==> src/hdl/ckr_pkg.sv <==
// Constants, register layout and state codes for the clock source and reset controller.
// Assumes a single core clock; oscillators and voltage detectors are outside this block.
package ckr_pkg;
  // Register map
  localparam logic [7:0] CKR_CFG_ADDR = 8'hF8;
  localparam logic [7:0] CKR_CFG_RESET = 8'h00;
  localparam logic [7:0] CKR_READ_IDLE = 8'h00;
  // Field positions in the configuration register
  localparam int CKR_BIT_RESUME_LONG = 7;
  localparam int CKR_WAKE_HI = 6;
  localparam int CKR_WAKE_LO = 4;
  localparam int CKR_BIT_DROOP_DIS = 3;
  localparam int CKR_BIT_TUNE_EN = 2;
  localparam int CKR_BIT_CLKOUT_DIS = 1;
  localparam int CKR_BIT_EXT_EN = 0;
  // Restart values
  localparam logic [15:0] CKR_RESET_VECTOR = 16'h0000;
  localparam logic [7:0] CKR_STACK_RESET = 8'h00;
  // Timing, figures in microseconds at the core clock rate
  localparam int CKR_CLK_MHZ = 125;
  localparam int CKR_RESUME_LONG_US = 4000;
  localparam int CKR_RESUME_SHORT_US = 128;
  localparam int CKR_INT_WAKE_US = 8;
  localparam int CKR_INT_START_US = 1;
  localparam int CKR_STARTUP_US = 1000;
  localparam int CKR_CNT_W = 20;
  localparam int CKR_RESUME_LONG_CYC = CKR_RESUME_LONG_US * CKR_CLK_MHZ;
  localparam int CKR_RESUME_SHORT_CYC = CKR_RESUME_SHORT_US * CKR_CLK_MHZ;
  localparam int CKR_STARTUP_CYC = CKR_STARTUP_US * CKR_CLK_MHZ;
  localparam logic [CKR_CNT_W-1:0] CKR_INT_WAKE_CYC =
    CKR_CNT_W'(CKR_INT_WAKE_US * CKR_CLK_MHZ);
  localparam logic [CKR_CNT_W-1:0] CKR_INT_START_CYC =
    CKR_CNT_W'(CKR_INT_START_US * CKR_CLK_MHZ);
  // Sequencer states, one-hot
  typedef enum logic [6:0] {
    CKR_ST_HOLD     = 7'b000_0001,
    CKR_ST_STARTUP  = 7'b000_0010,
    CKR_ST_RUN      = 7'b000_0100,
    CKR_ST_OSC_WAIT = 7'b000_1000,
    CKR_ST_RESUME   = 7'b001_0000,
    CKR_ST_SUSPEND  = 7'b010_0000,
    CKR_ST_WDOG     = 7'b100_0000
  } ckr_state_t;
endpackage : ckr_pkg

==> src/hdl/ckr_delay_timer.sv <==
// Down-counting delay timer used for start-up, oscillator start and resume delays.
// Assumes load is a one-cycle strobe; done pulses one cycle when the count runs out.
`timescale 1ns/1ps
module ckr_delay_timer #(
  parameter int W = 20
) (
  // Clock and reset
  input wire logic i_clk,
  input wire logic i_rst_n,
  // Control
  input wire logic i_load,
  input wire logic [W-1:0] i_count,
  // Status
  output logic o_busy,
  output logic o_done
);
  logic [W-1:0] cnt_reg;
  logic [W-1:0] cnt_next;
  logic busy_reg;
  logic busy_next;
  logic done_reg;
  logic done_next;
  wire logic last = busy_reg && (cnt_reg <= W'(1));

  // Next-state selection
  assign cnt_next = i_load ? i_count : (busy_reg ? cnt_reg - W'(1) : cnt_reg);
  assign busy_next = i_load ? 1'b1 : (busy_reg && !last);
  assign done_next = !i_load && last;

  // Counter registers
  always_ff @(posedge i_clk or negedge i_rst_n) begin
    if (!i_rst_n) begin
      cnt_reg <= '0;
      busy_reg <= 1'b0;
      done_reg <= 1'b0;
    end else begin
      cnt_reg <= cnt_next;
      busy_reg <= busy_next;
      done_reg <= done_next;
    end
  end

  assign o_busy = busy_reg;
  assign o_done = done_reg;
endmodule : ckr_delay_timer

==> src/hdl/ckr_clock_reset_ctrl.sv <==
// Clock source selection, clock configuration register and reset sequencing.
// Assumes oscillators, voltage detectors, watchdog and wake-up timer sit outside,
// and that the processor I/O bus is synchronous to I_CORE_CLK.
`timescale 1ns/1ps
module ckr_clock_reset_ctrl
  import ckr_pkg::*;
#(
  parameter int RESUME_LONG_CYC = ckr_pkg::CKR_RESUME_LONG_CYC,
  parameter int RESUME_SHORT_CYC = ckr_pkg::CKR_RESUME_SHORT_CYC,
  parameter int STARTUP_CYC = ckr_pkg::CKR_STARTUP_CYC
) (
  // Clock and reset
  input wire logic I_CORE_CLK,
  input wire logic I_RST_N,
  // Processor I/O bus
  input wire logic [7:0] I_IO_ADDR,
  input wire logic [7:0] I_IO_WDATA,
  input wire logic I_IO_WR,
  input wire logic I_IO_RD,
  output logic [7:0] O_IO_RDATA,
  // Voltage and watchdog reset sources
  input wire logic I_SUPPLY_DROOP,
  input wire logic I_DEEP_UNDERVOLTAGE,
  input wire logic I_WATCHDOG_EXPIRY,
  // Suspend and wake
  input wire logic I_SUSPEND_REQ,
  input wire logic I_WAKE_EVENT,
  input wire logic I_WAKE_TICK,
  input wire logic I_WAKE_INT_EN,
  input wire logic I_USB_TRAFFIC,
  // Oscillator handshakes
  input wire logic I_INT_OSC_CLK,
  input wire logic I_EXT_OSC_STABLE,
  output logic O_INT_OSC_EN,
  output logic O_EXT_OSC_EN,
  output logic O_CLK_SRC_EXT,
  output logic O_SYS_CLK_EN,
  output logic O_CLK_TUNE_EN,
  // Resonator pins and auxiliary port
  input wire logic I_RESONATOR_INPUT_PIN,
  output logic O_RESONATOR_IN_PULLDOWN,
  output logic O_RESONATOR_OUTPUT_PIN,
  output logic O_RESONATOR_OUTPUT_OE_N,
  output logic O_AUX_PORT_BIT_ONE,
  // Wake-up timer control
  output logic [2:0] O_WAKE_PERIOD,
  output logic O_WAKE_IRQ,
  // Reset outputs to the core
  output logic O_CHIP_RESET,
  output logic O_CPU_HOLD,
  output logic O_PARTIAL_SUSPEND,
  output logic O_DROOP_DETECT_EN,
  output logic O_CPU_RESTART,
  output logic [15:0] O_RESET_VECTOR,
  output logic [7:0] O_STACK_RESET_VALUE,
  // Reset cause flags
  input wire logic I_CLR_DROOP_FLAG,
  input wire logic I_CLR_WDOG_FLAG,
  output logic O_DROOP_RESET_FLAG,
  output logic O_WDOG_RESET_FLAG
);
  import ckr_pkg::*;

  // Resized delay figures
  localparam logic [CKR_CNT_W-1:0] LONG_C = CKR_CNT_W'(RESUME_LONG_CYC);
  localparam logic [CKR_CNT_W-1:0] SHORT_C = CKR_CNT_W'(RESUME_SHORT_CYC);
  localparam logic [CKR_CNT_W-1:0] START_C = CKR_CNT_W'(STARTUP_CYC);

  ckr_state_t state_reg;
  ckr_state_t state_next;
  logic [7:0] cfg_reg;
  logic [7:0] cfg_next;
  logic clk_ext_reg;
  logic clk_ext_next;
  logic droop_flag_reg;
  logic wdog_flag_reg;
  logic [7:0] rdata_reg;
  logic xout_reg;
  logic aux_reg;
  logic wake_irq_reg;
  logic restart_reg;
  logic tmr_load;
  logic [CKR_CNT_W-1:0] tmr_count;
  logic tmr_busy;
  logic tmr_done;

  // Bus decode
  wire logic cfg_hit = (I_IO_ADDR == CKR_CFG_ADDR);
  wire logic cfg_wr = I_IO_WR && cfg_hit && (state_reg == CKR_ST_RUN);
  wire logic cfg_rd = I_IO_RD && cfg_hit;

  // Reset source decode
  wire logic in_suspend = (state_reg == CKR_ST_SUSPEND);
  wire logic droop_armed = !cfg_reg[CKR_BIT_DROOP_DIS] && !in_suspend;
  wire logic volt_reset = I_DEEP_UNDERVOLTAGE || (I_SUPPLY_DROOP && droop_armed);
  wire logic supply_ok = !I_DEEP_UNDERVOLTAGE && !I_SUPPLY_DROOP;
  wire logic wdog_reset = I_WATCHDOG_EXPIRY && !volt_reset;

  // Switch request: bit 0 rising in internal mode
  wire logic ext_rise = cfg_wr && I_IO_WDATA[CKR_BIT_EXT_EN] && !clk_ext_reg;
  wire logic run_state = (state_reg == CKR_ST_RUN);
  wire logic osc_wait = (state_reg == CKR_ST_OSC_WAIT);
  wire logic ext_stable = clk_ext_reg && I_EXT_OSC_STABLE;
  wire logic int_started = !clk_ext_reg && tmr_done;

  // Resume delay picked by clock mode
  wire logic [CKR_CNT_W-1:0] ext_delay =
    cfg_reg[CKR_BIT_RESUME_LONG] ? LONG_C : SHORT_C;
  wire logic [CKR_CNT_W-1:0] resume_delay =
    clk_ext_reg ? ext_delay : CKR_INT_WAKE_CYC;

  // Sequencer next state
  always_comb begin
    state_next = state_reg;
    case (state_reg)
      CKR_ST_HOLD: begin
        if (supply_ok) begin
          state_next = CKR_ST_STARTUP;
        end
      end
      CKR_ST_STARTUP: begin
        if (tmr_done) begin
          state_next = CKR_ST_RUN;
        end
      end
      CKR_ST_RUN: begin
        if (ext_rise) begin
          state_next = CKR_ST_OSC_WAIT;
        end else if (I_SUSPEND_REQ) begin
          state_next = CKR_ST_SUSPEND;
        end
      end
      CKR_ST_OSC_WAIT: begin
        if (ext_stable || int_started) begin
          state_next = CKR_ST_RESUME;
        end
      end
      CKR_ST_RESUME: begin
        if (tmr_done) begin
          state_next = CKR_ST_RUN;
        end
      end
      CKR_ST_SUSPEND: begin
        if (I_WAKE_EVENT) begin
          state_next = CKR_ST_OSC_WAIT;
        end
      end
      CKR_ST_WDOG: begin
        if (!I_WATCHDOG_EXPIRY) begin
          state_next = CKR_ST_RUN;
        end
      end
      default: begin
        state_next = CKR_ST_HOLD;
      end
    endcase
    if (volt_reset) begin
      state_next = CKR_ST_HOLD;
    end else if (wdog_reset) begin
      state_next = CKR_ST_WDOG;
    end
  end

  // Timer loads on entry to each timed state
  assign tmr_load = (state_reg == CKR_ST_HOLD && state_next == CKR_ST_STARTUP)
    || (state_next == CKR_ST_OSC_WAIT && state_reg != CKR_ST_OSC_WAIT)
    || (osc_wait && state_next == CKR_ST_RESUME);
  assign tmr_count = (state_reg == CKR_ST_HOLD) ? START_C :
    (osc_wait ? resume_delay : CKR_INT_START_CYC);

  // Clock mode: forced internal by voltage reset, kept by watchdog
  always_comb begin
    clk_ext_next = clk_ext_reg;
    if (volt_reset) begin
      clk_ext_next = 1'b0;
    end else if (ext_rise) begin
      clk_ext_next = 1'b1;
    end else if (in_suspend && I_WAKE_EVENT) begin
      clk_ext_next = cfg_reg[CKR_BIT_EXT_EN];
    end
  end

  // Configuration register: resets clear all bits, writes store all bits
  always_comb begin
    cfg_next = cfg_reg;
    if (volt_reset || wdog_reset) begin
      cfg_next = CKR_CFG_RESET;
    end else if (cfg_wr) begin
      cfg_next = I_IO_WDATA;
    end
  end

  // Sequencer, clock mode and configuration registers
  always_ff @(posedge I_CORE_CLK or negedge I_RST_N) begin
    if (!I_RST_N) begin
      state_reg <= CKR_ST_HOLD;
      clk_ext_reg <= 1'b0;
      cfg_reg <= CKR_CFG_RESET;
    end else begin
      state_reg <= state_next;
      clk_ext_reg <= clk_ext_next;
      cfg_reg <= cfg_next;
    end
  end

  // Reset cause flags; hardware set wins over a same-cycle clear
  always_ff @(posedge I_CORE_CLK or negedge I_RST_N) begin
    if (!I_RST_N) begin
      droop_flag_reg <= 1'b0;
      wdog_flag_reg <= 1'b0;
    end else begin
      droop_flag_reg <= volt_reset || (droop_flag_reg && !I_CLR_DROOP_FLAG);
      wdog_flag_reg <= wdog_reset || (wdog_flag_reg && !I_CLR_WDOG_FLAG);
    end
  end

  // Read data, resonator output, aux port and wake pulse
  always_ff @(posedge I_CORE_CLK or negedge I_RST_N) begin
    if (!I_RST_N) begin
      rdata_reg <= CKR_READ_IDLE;
      xout_reg <= 1'b0;
      aux_reg <= 1'b0;
      wake_irq_reg <= 1'b0;
      restart_reg <= 1'b0;
    end else begin
      rdata_reg <= cfg_rd ? cfg_reg : CKR_READ_IDLE;
      xout_reg <= cfg_reg[CKR_BIT_CLKOUT_DIS] | I_INT_OSC_CLK;
      aux_reg <= !clk_ext_reg && I_RESONATOR_INPUT_PIN;
      wake_irq_reg <= I_WAKE_TICK && I_WAKE_INT_EN;
      restart_reg <= !run_state && (state_next == CKR_ST_RUN) && !osc_wait;
    end
  end

  // Delay counter for start-up, oscillator start and resume
  ckr_delay_timer #(
    .W(CKR_CNT_W)
  ) u_timer (
    .i_clk(I_CORE_CLK),
    .i_rst_n(I_RST_N),
    .i_load(tmr_load),
    .i_count(tmr_count),
    .o_busy(tmr_busy),
    .o_done(tmr_done)
  );

  // Bus and flag outputs
  assign O_IO_RDATA = rdata_reg;
  assign O_DROOP_RESET_FLAG = droop_flag_reg;
  assign O_WDOG_RESET_FLAG = wdog_flag_reg;

  // Oscillator and clock gating outputs
  wire logic clocks_off = in_suspend || osc_wait;
  assign O_INT_OSC_EN = !clk_ext_reg && !in_suspend;
  assign O_EXT_OSC_EN = clk_ext_reg && !in_suspend;
  assign O_CLK_SRC_EXT = clk_ext_reg;
  assign O_SYS_CLK_EN = !clocks_off && !(state_reg == CKR_ST_HOLD);
  assign O_CLK_TUNE_EN = !clk_ext_reg && cfg_reg[CKR_BIT_TUNE_EN] && I_USB_TRAFFIC;

  // Resonator pins: driven only in internal mode
  assign O_RESONATOR_IN_PULLDOWN = !clk_ext_reg;
  assign O_RESONATOR_OUTPUT_PIN = xout_reg;
  assign O_RESONATOR_OUTPUT_OE_N = clk_ext_reg;
  assign O_AUX_PORT_BIT_ONE = aux_reg;

  // Wake-up timer controls
  assign O_WAKE_PERIOD = cfg_reg[CKR_WAKE_HI:CKR_WAKE_LO];
  assign O_WAKE_IRQ = wake_irq_reg;

  // Core reset and hold outputs
  assign O_CHIP_RESET = (state_reg == CKR_ST_HOLD) || (state_reg == CKR_ST_STARTUP)
    || (state_reg == CKR_ST_WDOG);
  assign O_PARTIAL_SUSPEND = (state_reg == CKR_ST_STARTUP);
  assign O_CPU_HOLD = !run_state;
  assign O_DROOP_DETECT_EN = droop_armed;
  assign O_CPU_RESTART = restart_reg;
  assign O_RESET_VECTOR = CKR_RESET_VECTOR;
  assign O_STACK_RESET_VALUE = CKR_STACK_RESET;
endmodule : ckr_clock_reset_ctrl

==> config.mk <==
export PLATFORM = sky130hd
export DESIGN_NAME = ckr_clock_reset_ctrl
export DESIGN_NICKNAME = d
export VERILOG_FILES = /design/src/hdl/ckr_pkg.sv /design/src/hdl/ckr_delay_timer.sv /design/src/hdl/ckr_clock_reset_ctrl.sv
export SDC_FILE = /design/constraint.sdc
export NUM_CORES = 1
export LEC_CHECK = 0
export BUFFER_PORTS_ARGS = -buffer_cell sky130_fd_sc_hd__buf_2
export CAP_MARGIN = 5
export CORE_MARGIN = 1.5
export CORE_UTILIZATION = 35
export DETAILED_ROUTE_END_ITERATION = 8
export SKIP_LAST_GASP = 1
export SLEW_MARGIN = 25
export SYNTH_ARGS = -nofsm -noshare
export SYNTH_HDL_FRONTEND = slang
export SYNTH_SLANG_ARGS = --single-unit
==> constraint.sdc <==
create_clock -name I_CORE_CLK -period 2.1 [get_ports I_CORE_CLK]
set_input_delay 0.315 -clock I_CORE_CLK [delete_from_list [all_inputs] [get_ports I_CORE_CLK]]
set_output_delay 0.315 -clock I_CORE_CLK [all_outputs]
set_load 0.01 [all_outputs]
# [Yosys cells after proc, flatten, opt, wreduce, memory -nomap -nowiden]
# Cells that the tools add are included.
[classes] add_sub_neg=1 order_cmp=1 n_eq_ne=13 mux=23 bitwise=1 n_reduce_logical=57
[op_table] cell="19-bit two-way mux" count=4
[op_table] cell="7-bit two-way mux" count=9
[op_table] cell="7-bit one-hot mux with 6 select lines" count=1
[op_table] cell="20-bit two-way mux" count=2
[op_table] cell="1-bit logical AND" count=29
[op_table] cell="8-bit two-way mux" count=3
[op_table] cell="20-bit by 1-bit <= comparator with 1-bit output, second input constant" count=1
[op_table] cell="20-bit by 1-bit subtractor with 20-bit output, second input constant" count=1
[op_table] cell="7-bit by 2-bit == test with 1-bit output, second input constant" count=2
[op_table] cell="7-bit by 3-bit == test with 1-bit output, second input constant" count=2
[op_table] cell="7-bit by 4-bit == test with 1-bit output, second input constant" count=2
[op_table] cell="7-bit by 5-bit == test with 1-bit output, second input constant" count=2
[op_table] cell="1-bit zero test" count=14
[op_table] cell="1-bit logical OR" count=10
[op_table] cell="8-bit == test, second input constant" count=1
[op_table] cell="7-bit by 1-bit == test with 1-bit output, second input constant" count=1
[op_table] cell="7-bit by 6-bit == test with 1-bit output, second input constant" count=1
[op_table] cell="7-bit == test, second input constant" count=1
[op_table] cell="7-bit by 4-bit inequality test with 1-bit output, second input constant" count=1
[op_table] cell="1-bit two-way mux" count=4
[op_table] cell="2-bit nonzero test" count=2
[op_table] cell="3-bit nonzero test" count=1
[op_table] cell="2-bit OR reduction" count=1
[op_table] cell="1-bit bitwise OR" count=1
[word_totals] reg_bits=52 in_bits=33 output_inout_bits=52 wordCells=109

# [Longest topological paths before layout]
# Gate-level depths: netlist (run 1).
[logic_depth] word_depth=15 depth_mapped=9 depth_no_buf=8

# [Modules after synthesis]
# Synthesis (run 1) repeated with hierarchy kept, for this count alone.
[hier_totals] cells_unflattened=328 hier_area_um2=3066.7
[by_module_without_submodules] module="ckr_clock_reset_ctrl" instances=1 cells_each=196 area_per_inst_um2=1824.2 seq_area_each_um2=752.0
[by_module_without_submodules] module="ckr_delay_timer" instances=1 cells_each=132 area_per_inst_um2=1242.4 seq_area_each_um2=550.5

# [Worst setup path before layout (run 1)]
# OpenSTA, ideal clock, no wires.
[synth_timing] path_kind="register -> register" start="reg state_reg[1]" end="reg u_timer.cnt_reg[15]" t_arrival_ns=1.962 required_time_ns=1.974 setup_slack_ns=0.012 path_stages_with_launch=9 synth_period_minus_slack_ns=2.088 path_cell_list="dfrtp_1 > buf_6 > or4_4 > o211ai_2 > o311a_2 > o311ai_4 > a31oi_2 > and2_1 > a21oi_1"
[synth_between] elab_chain_cells=14 word_cells_on_any_way=40 classes_between="11 x eq/ne; 13 x mux; 16 x reduce/logical"
[synth_rtl] element="from (decl)" line_no="ckr_clock_reset_ctrl.sv:69" rtl="ckr_state_t state_reg;"
[synth_rtl] element="from (signal assigned)" line_no="ckr_clock_reset_ctrl.sv:200" rtl="state_reg <= state_next;"
[synth_rtl] element="branches (longest 14 deep; another with 7-bit by 3-bit == test with 1-bit output)"
[synth_rtl] element="to (signal assigned)" line_no="ckr_delay_timer.sv:37" rtl="cnt_reg <= cnt_next;"
[synth_rtl] element="to (decl)" line_no="ckr_delay_timer.sv:17" rtl="logic [W-1:0] cnt_reg;"
# Several ways; the timed one is not identified.
# A chain may end at the register's enable or synchronous reset.

# [Final worst setup path (run 1)]
[layout_timing] start="reg state_reg[2]" end="reg u_timer.cnt_reg[2]"
# The elaborated chain is that of the path after synthesis.

==> reports/metrics.cfg, run 1 <==
[clock_network]
cts-buffers-inserted=5
path_clk_slew_ns=0.10
cts.root.buffer_cell=clkbuf_8
insertion_delay_ns=0.32
htreeDepth=2
cts_tree=yes
clock_path_buffers=2
numClockSinks=52

[drt]
wl_um=7150
wire_per_inst_um=13.5
ant_nets=0
drt_first_pass_iters=4
drc=0
dr.first_iter.drc_count=118
via_count=2607
viasPerCell=4.91

[synthesis]
synth_edf_count=0
synth_common_cells=dfrtp_1, nor2_1, buf_4
synth_cells=323
ys.flop_type=dfrtp_1
synth_cell_types=54
synth_top_cell_area_share_pct=42.5
yosysMostFrequentCell=dfrtp_1
synth_seq_cells=52
seq_area_frac_synth_pct=43.4
synth_warnings=0
yosys-top-cells-area=dfrtp_1, buf_4, nor2_1, a21oi_1, nand2_1
async_flop_share_pct=100
yosys.area.top_type=dfrtp_1
synth_area_um2=3000
avgSynthCellArea_um2=9.30

[placed_design]
placed_cells=517
dp_hpwl_um=5480
io_buffers=60
gp_congestion=0.915

[job]
drv_cap=0

[grt]
grt_max_degree=33
antenna_found_initial=0
grt_pass1_vias=2479
grt_usage_pct=16.9
globalRouteOverflowTotal=0
grt_pass1_wl_um=11900

[run_status]
status=complete, but fails checks
violations=setup timing

[layout]
layout.nets=460
postLayoutCoreUtil_pct=46.9
drive_above_1_share_pct=34.5
n_antenna_cell=0
synthToLayoutAreaGrowth_pct=28.9
final_cells=531
largest_reg_flops=20

[sta]
slew_headroom_pct=64.9
fin_ws_ns=-0.0573
rsz0062_at_grt=yes
drv_slew=0
tightest_slew_ns=0.526
tns_ns=-0.279
fin_skew_ns=0.0102
fmax_ghz=0.464
period_needed_ns=2.16
post-route-period-util_pct=103
timing.final.hold_violations=0
setup_viol=14

[hold_path]
hold_path.class=in -> reg

[critical_path]
start_kind=register
slowest_delay_ns=0.58
end_kind=register
crit_fanout=4
arrival_ns=2.42
crit_path_cell_trace=or4_4 > or2_1 > o21a_1 > a31oi_2 > o211ai_1 > buf_4 > a21oi_2 > o211a_1
crit_slowest_cell=or4_4
timing_worst_setup_path_type=reg -> reg
crit_family=simple AND/OR/NAND/NOR gates
critPathBufInv=1
cp.required_ns=2.36

[floorplanning]
num_rows=33
die_h_um=95.6
die_w_um=95.6
initial_core_util_pct=36.4
die_area_um2=9150
core_area_um2=8260
io_pins=85

[power_and_ir_drop]
power_uw=2450
power_density_nw_per_um2=632
ir_drop_mv=0.285
leakage_uw=0.00184

-- metal layers --
metal,up-vias,global-route usage (%),share of wire [%]
li1,1266,-,-
met2,75,26.5,46
met1,1259,23.6,48
met3,7,3.27,4.7
met5,-,0,0
met4,0,5.02,1.4
-- worst reg2reg max path: cells and delay by family, from the launching register on --
family          cells  cell delay [ns]
flops               1             0.42
simple gates        2             0.83
compound gates      5             0.71
buf+inv             1             0.16
-- power breakdown --
| part | internal, uW | switching [uW] | total [uW] | leakage, uW |
|---|---|---|---|---|
| Clock | 245 | 364 | 609 | 0.0000463 |
| Combinational | 282 | 262 | 544 | 0.00114 |
| Sequential | 1140 | 152 | 1300 | 0.000651 |
| Total | 1670 | 778 | 2450 | 0.00184 |
-- cells by family (layout without fill, tap and decap cells) --
kind of cell | Yosys count | in the layout | synth area share, %
xor gates and xnor gates | 20 | 20 | 5.83
DFF | 52 | 52 | 43.4
AOI/OAI and AO/OA | 58 | 58 | 13.2
and+or+nand+nor | 132 | 132 | 23.6
buffers and inverters | 49 | 129 | 10.1
other | 1 | 24 | 0.125
muxes | 9 | 9 | 3.00
adders and majority gates | 2 | 2 | 0.833
-- what timing repair did --
item | CTS | global route
gates cloned | 0 | 0
pin swaps | 10 | 6
hold endpoints to repair | 19 | 0
setup endpoints to repair | 18 | 28
gates resized for setup | 14 | 9
hold buffers | 1 | 0
setup buffers | 6 | 1
-- area by class of cell --
| cell class | instances | area, um^2 |
|---|---|---|
| clock buffers | 5 | 68.8 |
| clock inverters | 3 | 27.5 |
| fillers | 824 | 4380 |
| inverters | 11 | 41.3 |
| multi-input cells | 245 | 1590 |
| flip-flops and latches | 52 | 1300 |
| well taps | 105 | 131 |
| repair buffers | 110 | 714 |
-- worst paths after layout --
| path | startpoint | end | slack (ns) | cells past startpoint |
|---|---|---|---|---|
| worst min register to register | O_WDOG_RESET_FLAG | O_WDOG_RESET_FLAG | 0.48 | 1 |
| min in group asynchronous | I_RST_N | u_timer.cnt_reg[13] | 0.50 | 2 |
| worst max-delay path | state_reg[2] | u_timer.cnt_reg[2] | -0.06 | 8 |
| max in group asynchronous | I_RST_N | O_CLK_SRC_EXT | 1.05 | 3 |
| worst max register to register | state_reg[2] | u_timer.cnt_reg[2] | -0.06 | 8 |
| worst min-delay path | I_CLR_DROOP_FLAG | O_DROOP_RESET_FLAG | 0.18 | 2 |
-- metrics by stage --
step                cell area, um^2  setup slack (ns)  hold slack (ns)
global placement               3610           -0.0202            0.324
detailed placement             3610           -0.0742            0.325
global route                   3870            -0.154            0.166
finish                         3870           -0.0573            0.177
CTS                            3840           -0.0421            0.174
floorplan                      3090            0.0119           0.0194
-- cell usage in the layout (no fill, tap or decap), types with 3 or more instances in the layout --
cell type	instances
a21o_1	3
a21oi_1	18
a21oi_2	4
and2_1	11
and3_1	9
buf_2	60
buf_4	44
buf_6	3
clkbuf_8	5
conb_1	24
dfrtp_1	51
inv_1	10
mux2i_1	9
nand2_1	27
nand3_1	6
nor2_1	34
nor2b_1	3
nor3_1	6
nor3b_1	4
nor4_1	7
o211a_1	4
o21ai_0	10
xnor2_1	11
xor2_1	8
(Power assumes the default switching activity.)
==> run 2, diff against run 1 <==
--- a/config.mk
+++ b/config.mk
@@ -14,4 +14,5 @@
 export SLEW_MARGIN = 25
 export SYNTH_ARGS = -nofsm -noshare
 export SYNTH_HDL_FRONTEND = slang
+export SYNTH_HIERARCHICAL = 1
 export SYNTH_SLANG_ARGS = --single-unit
==> reports/metrics.cfg, run 2 <==
[run_status]
status=complete, but fails checks
violations=setup timing

[grt]
grt_pass1_wl_um=13100
grt_max_degree=20
grt_pass1_vias=2632
grt_usage_pct=17.1
globalRouteOverflowTotal=0
antenna_found_initial=0

[sta]
drv_slew=0
setup_viol=40
post-route-period-util_pct=119
slew_headroom_pct=66.8
fin_ws_ns=-0.405
fmax_ghz=0.399
rsz0062_at_grt=yes
tightest_slew_ns=0.494
period_needed_ns=2.51
tns_ns=-9.95
timing.final.hold_violations=0
fin_skew_ns=0.00602

[placed_design]
dp_hpwl_um=5610
dpl_cell_area_um2=3740
post-place-ws_ns=-0.444
io_buffers=60
gp_congestion=0.796

[layout]
synthToLayoutAreaGrowth_pct=39.3
largest_reg_flops=20
postLayoutCoreUtil_pct=51.2
n_antenna_cell=0
fin_area_um2=4270
layout_commonest_cell=buf_2
drive_above_1_share_pct=42.9
final_cell_mix=buf_2, buf_4, dfrtp_1
layout.nets=484

[clock_network]
cts_tree=yes
htreeDepth=2
insertion_delay_ns=0.32
clock_path_buffers=2
cts-buffers-inserted=5
cts.root.buffer_cell=clkbuf_8
path_clk_slew_ns=0.10
numClockSinks=52

[synthesis]
synth_cells=328
async_flop_share_pct=100
ys.flop_type=dfrtp_1
synth_warnings=6
synth_common_cells=dfrtp_1, nor2_1, nand2_1
yosysMostFrequentCell=dfrtp_1
yosys-top-cells-area=dfrtp_1, buf_4, nor2_1, o21ai_0, nand2_1
synth_area_um2=3070
synth_top_cell_area_share_pct=41.6
avgSynthCellArea_um2=9.35
synth_seq_cells=52
yosys.area.top_type=dfrtp_1
synth_edf_count=0
synth_cell_types=60
seq_area_frac_synth_pct=42.5

[job]
drv_cap=0

[drt]
ant_nets=0
wl_um=8080
drc=0
via_count=2774
dr.first_iter.drc_count=104
wire_per_inst_um=14.6
viasPerCell=5.00
drt_first_pass_iters=5

[critical_path]
start_kind=register
timing_worst_setup_path_type=reg -> out
cp.required_ns=1.78
end_kind=primary output
crit_fanout=3
arrival_ns=2.19

[power_and_ir_drop]
leakage_uw=0.00208
power_density_nw_per_um2=630
ir_drop_mv=0.391

[floorplanning]
die_h_um=96.6
io_pins=85
initial_core_util_pct=36.8
die_w_um=96.6
die_area_um2=9330
core_area_um2=8340
num_rows=33

[hold_path]
hold_path.class=in -> reg

[run 2: worst paths after layout]
| kind | from | slack, ns | cells after the start | end |
|---|---|---|---|---|
| max | state_reg[4] | -0.41 | 6 | O_SYS_CLK_EN |
| max in group asynchronous | I_RST_N | 1.00 | 3 | u_timer/cnt_reg[11] |
| min | I_CLR_WDOG_FLAG | 0.17 | 2 | O_WDOG_RESET_FLAG |
| max reg2reg | state_reg[4] | -0.41 | 11 | u_timer/cnt_reg[19] |
| min in group asynchronous | I_RST_N | 0.47 | 2 | state_reg[6] |
| min reg2reg | cfg_reg[1] | 0.50 | 1 | O_RESONATOR_OUTPUT_PIN |
[run 2: area by class of cell]
class                   instances  area [um^2]
inverters                      14         62.6
clock inverters                 3         27.5
repair buffers                129          935
clock buffers                   5         68.8
multi-input cells             247         1740
well taps                     105          131
flip-flops and latches         52         1300
fillers                       791         4070
[run 2: power by group]
group / internal (uW) / leakage [uW] / switching (uW)
combinational: 346 / 0.00138 / 352
clock: 246 / 0.0000463 / 373
sequential: 1160 / 0.000656 / 215
[run 2: kinds of logic after synthesis]
kind of cell	share of synthesized area [%]
other cells	0.122
xor+xnor	4.00
mux	3.30
compound gates	11.3
buf+inv	10.4
fa+ha+maj	0.816
flops	42.5
simple gates	27.5
[run 2: worst max-delay path, stage by stage (launching register included)]
cell     delay, ns
dfrtp_1       0.42
or4_4         0.53
or4b_4        0.55
nand2_4       0.12
buf_6         0.11
nor2_4        0.03
buf_6         0.11
[run 2: metrics by stage]
step / total power (uW) / hold slack (ns) / instances
2_1_floorplan: 1810 / 0.0194 / 353
5_1_grt: 2870 / 0.165 / 555
6_report: 2690 / 0.170 / 555
3_5_place_dp: 2000 / 0.272 / 525
4_1_cts: 2650 / 0.162 / 548
3_3_place_gp: 1980 / 0.269 / 525
[run 2: routing by layer]
layer	wire length, um	vias up	global-route usage (%)	share of wire [%]
met4	135	0	6.91	1.7
met5	0	-	0	0
met3	412	10	2.89	5.1
met2	3950	79	27.2	49
met1	3580	1356	23.2	44
li1	-	1329	-	-
[run 2: what timing repair did]
item	CTS	global route
resized for setup	32	42
hold endpoints to repair	15	0
hold buffers	1	0
gates cloned	3	0
pin swaps	14	18
endpoints found under the setup margin	39	43
setup buffers	12	12
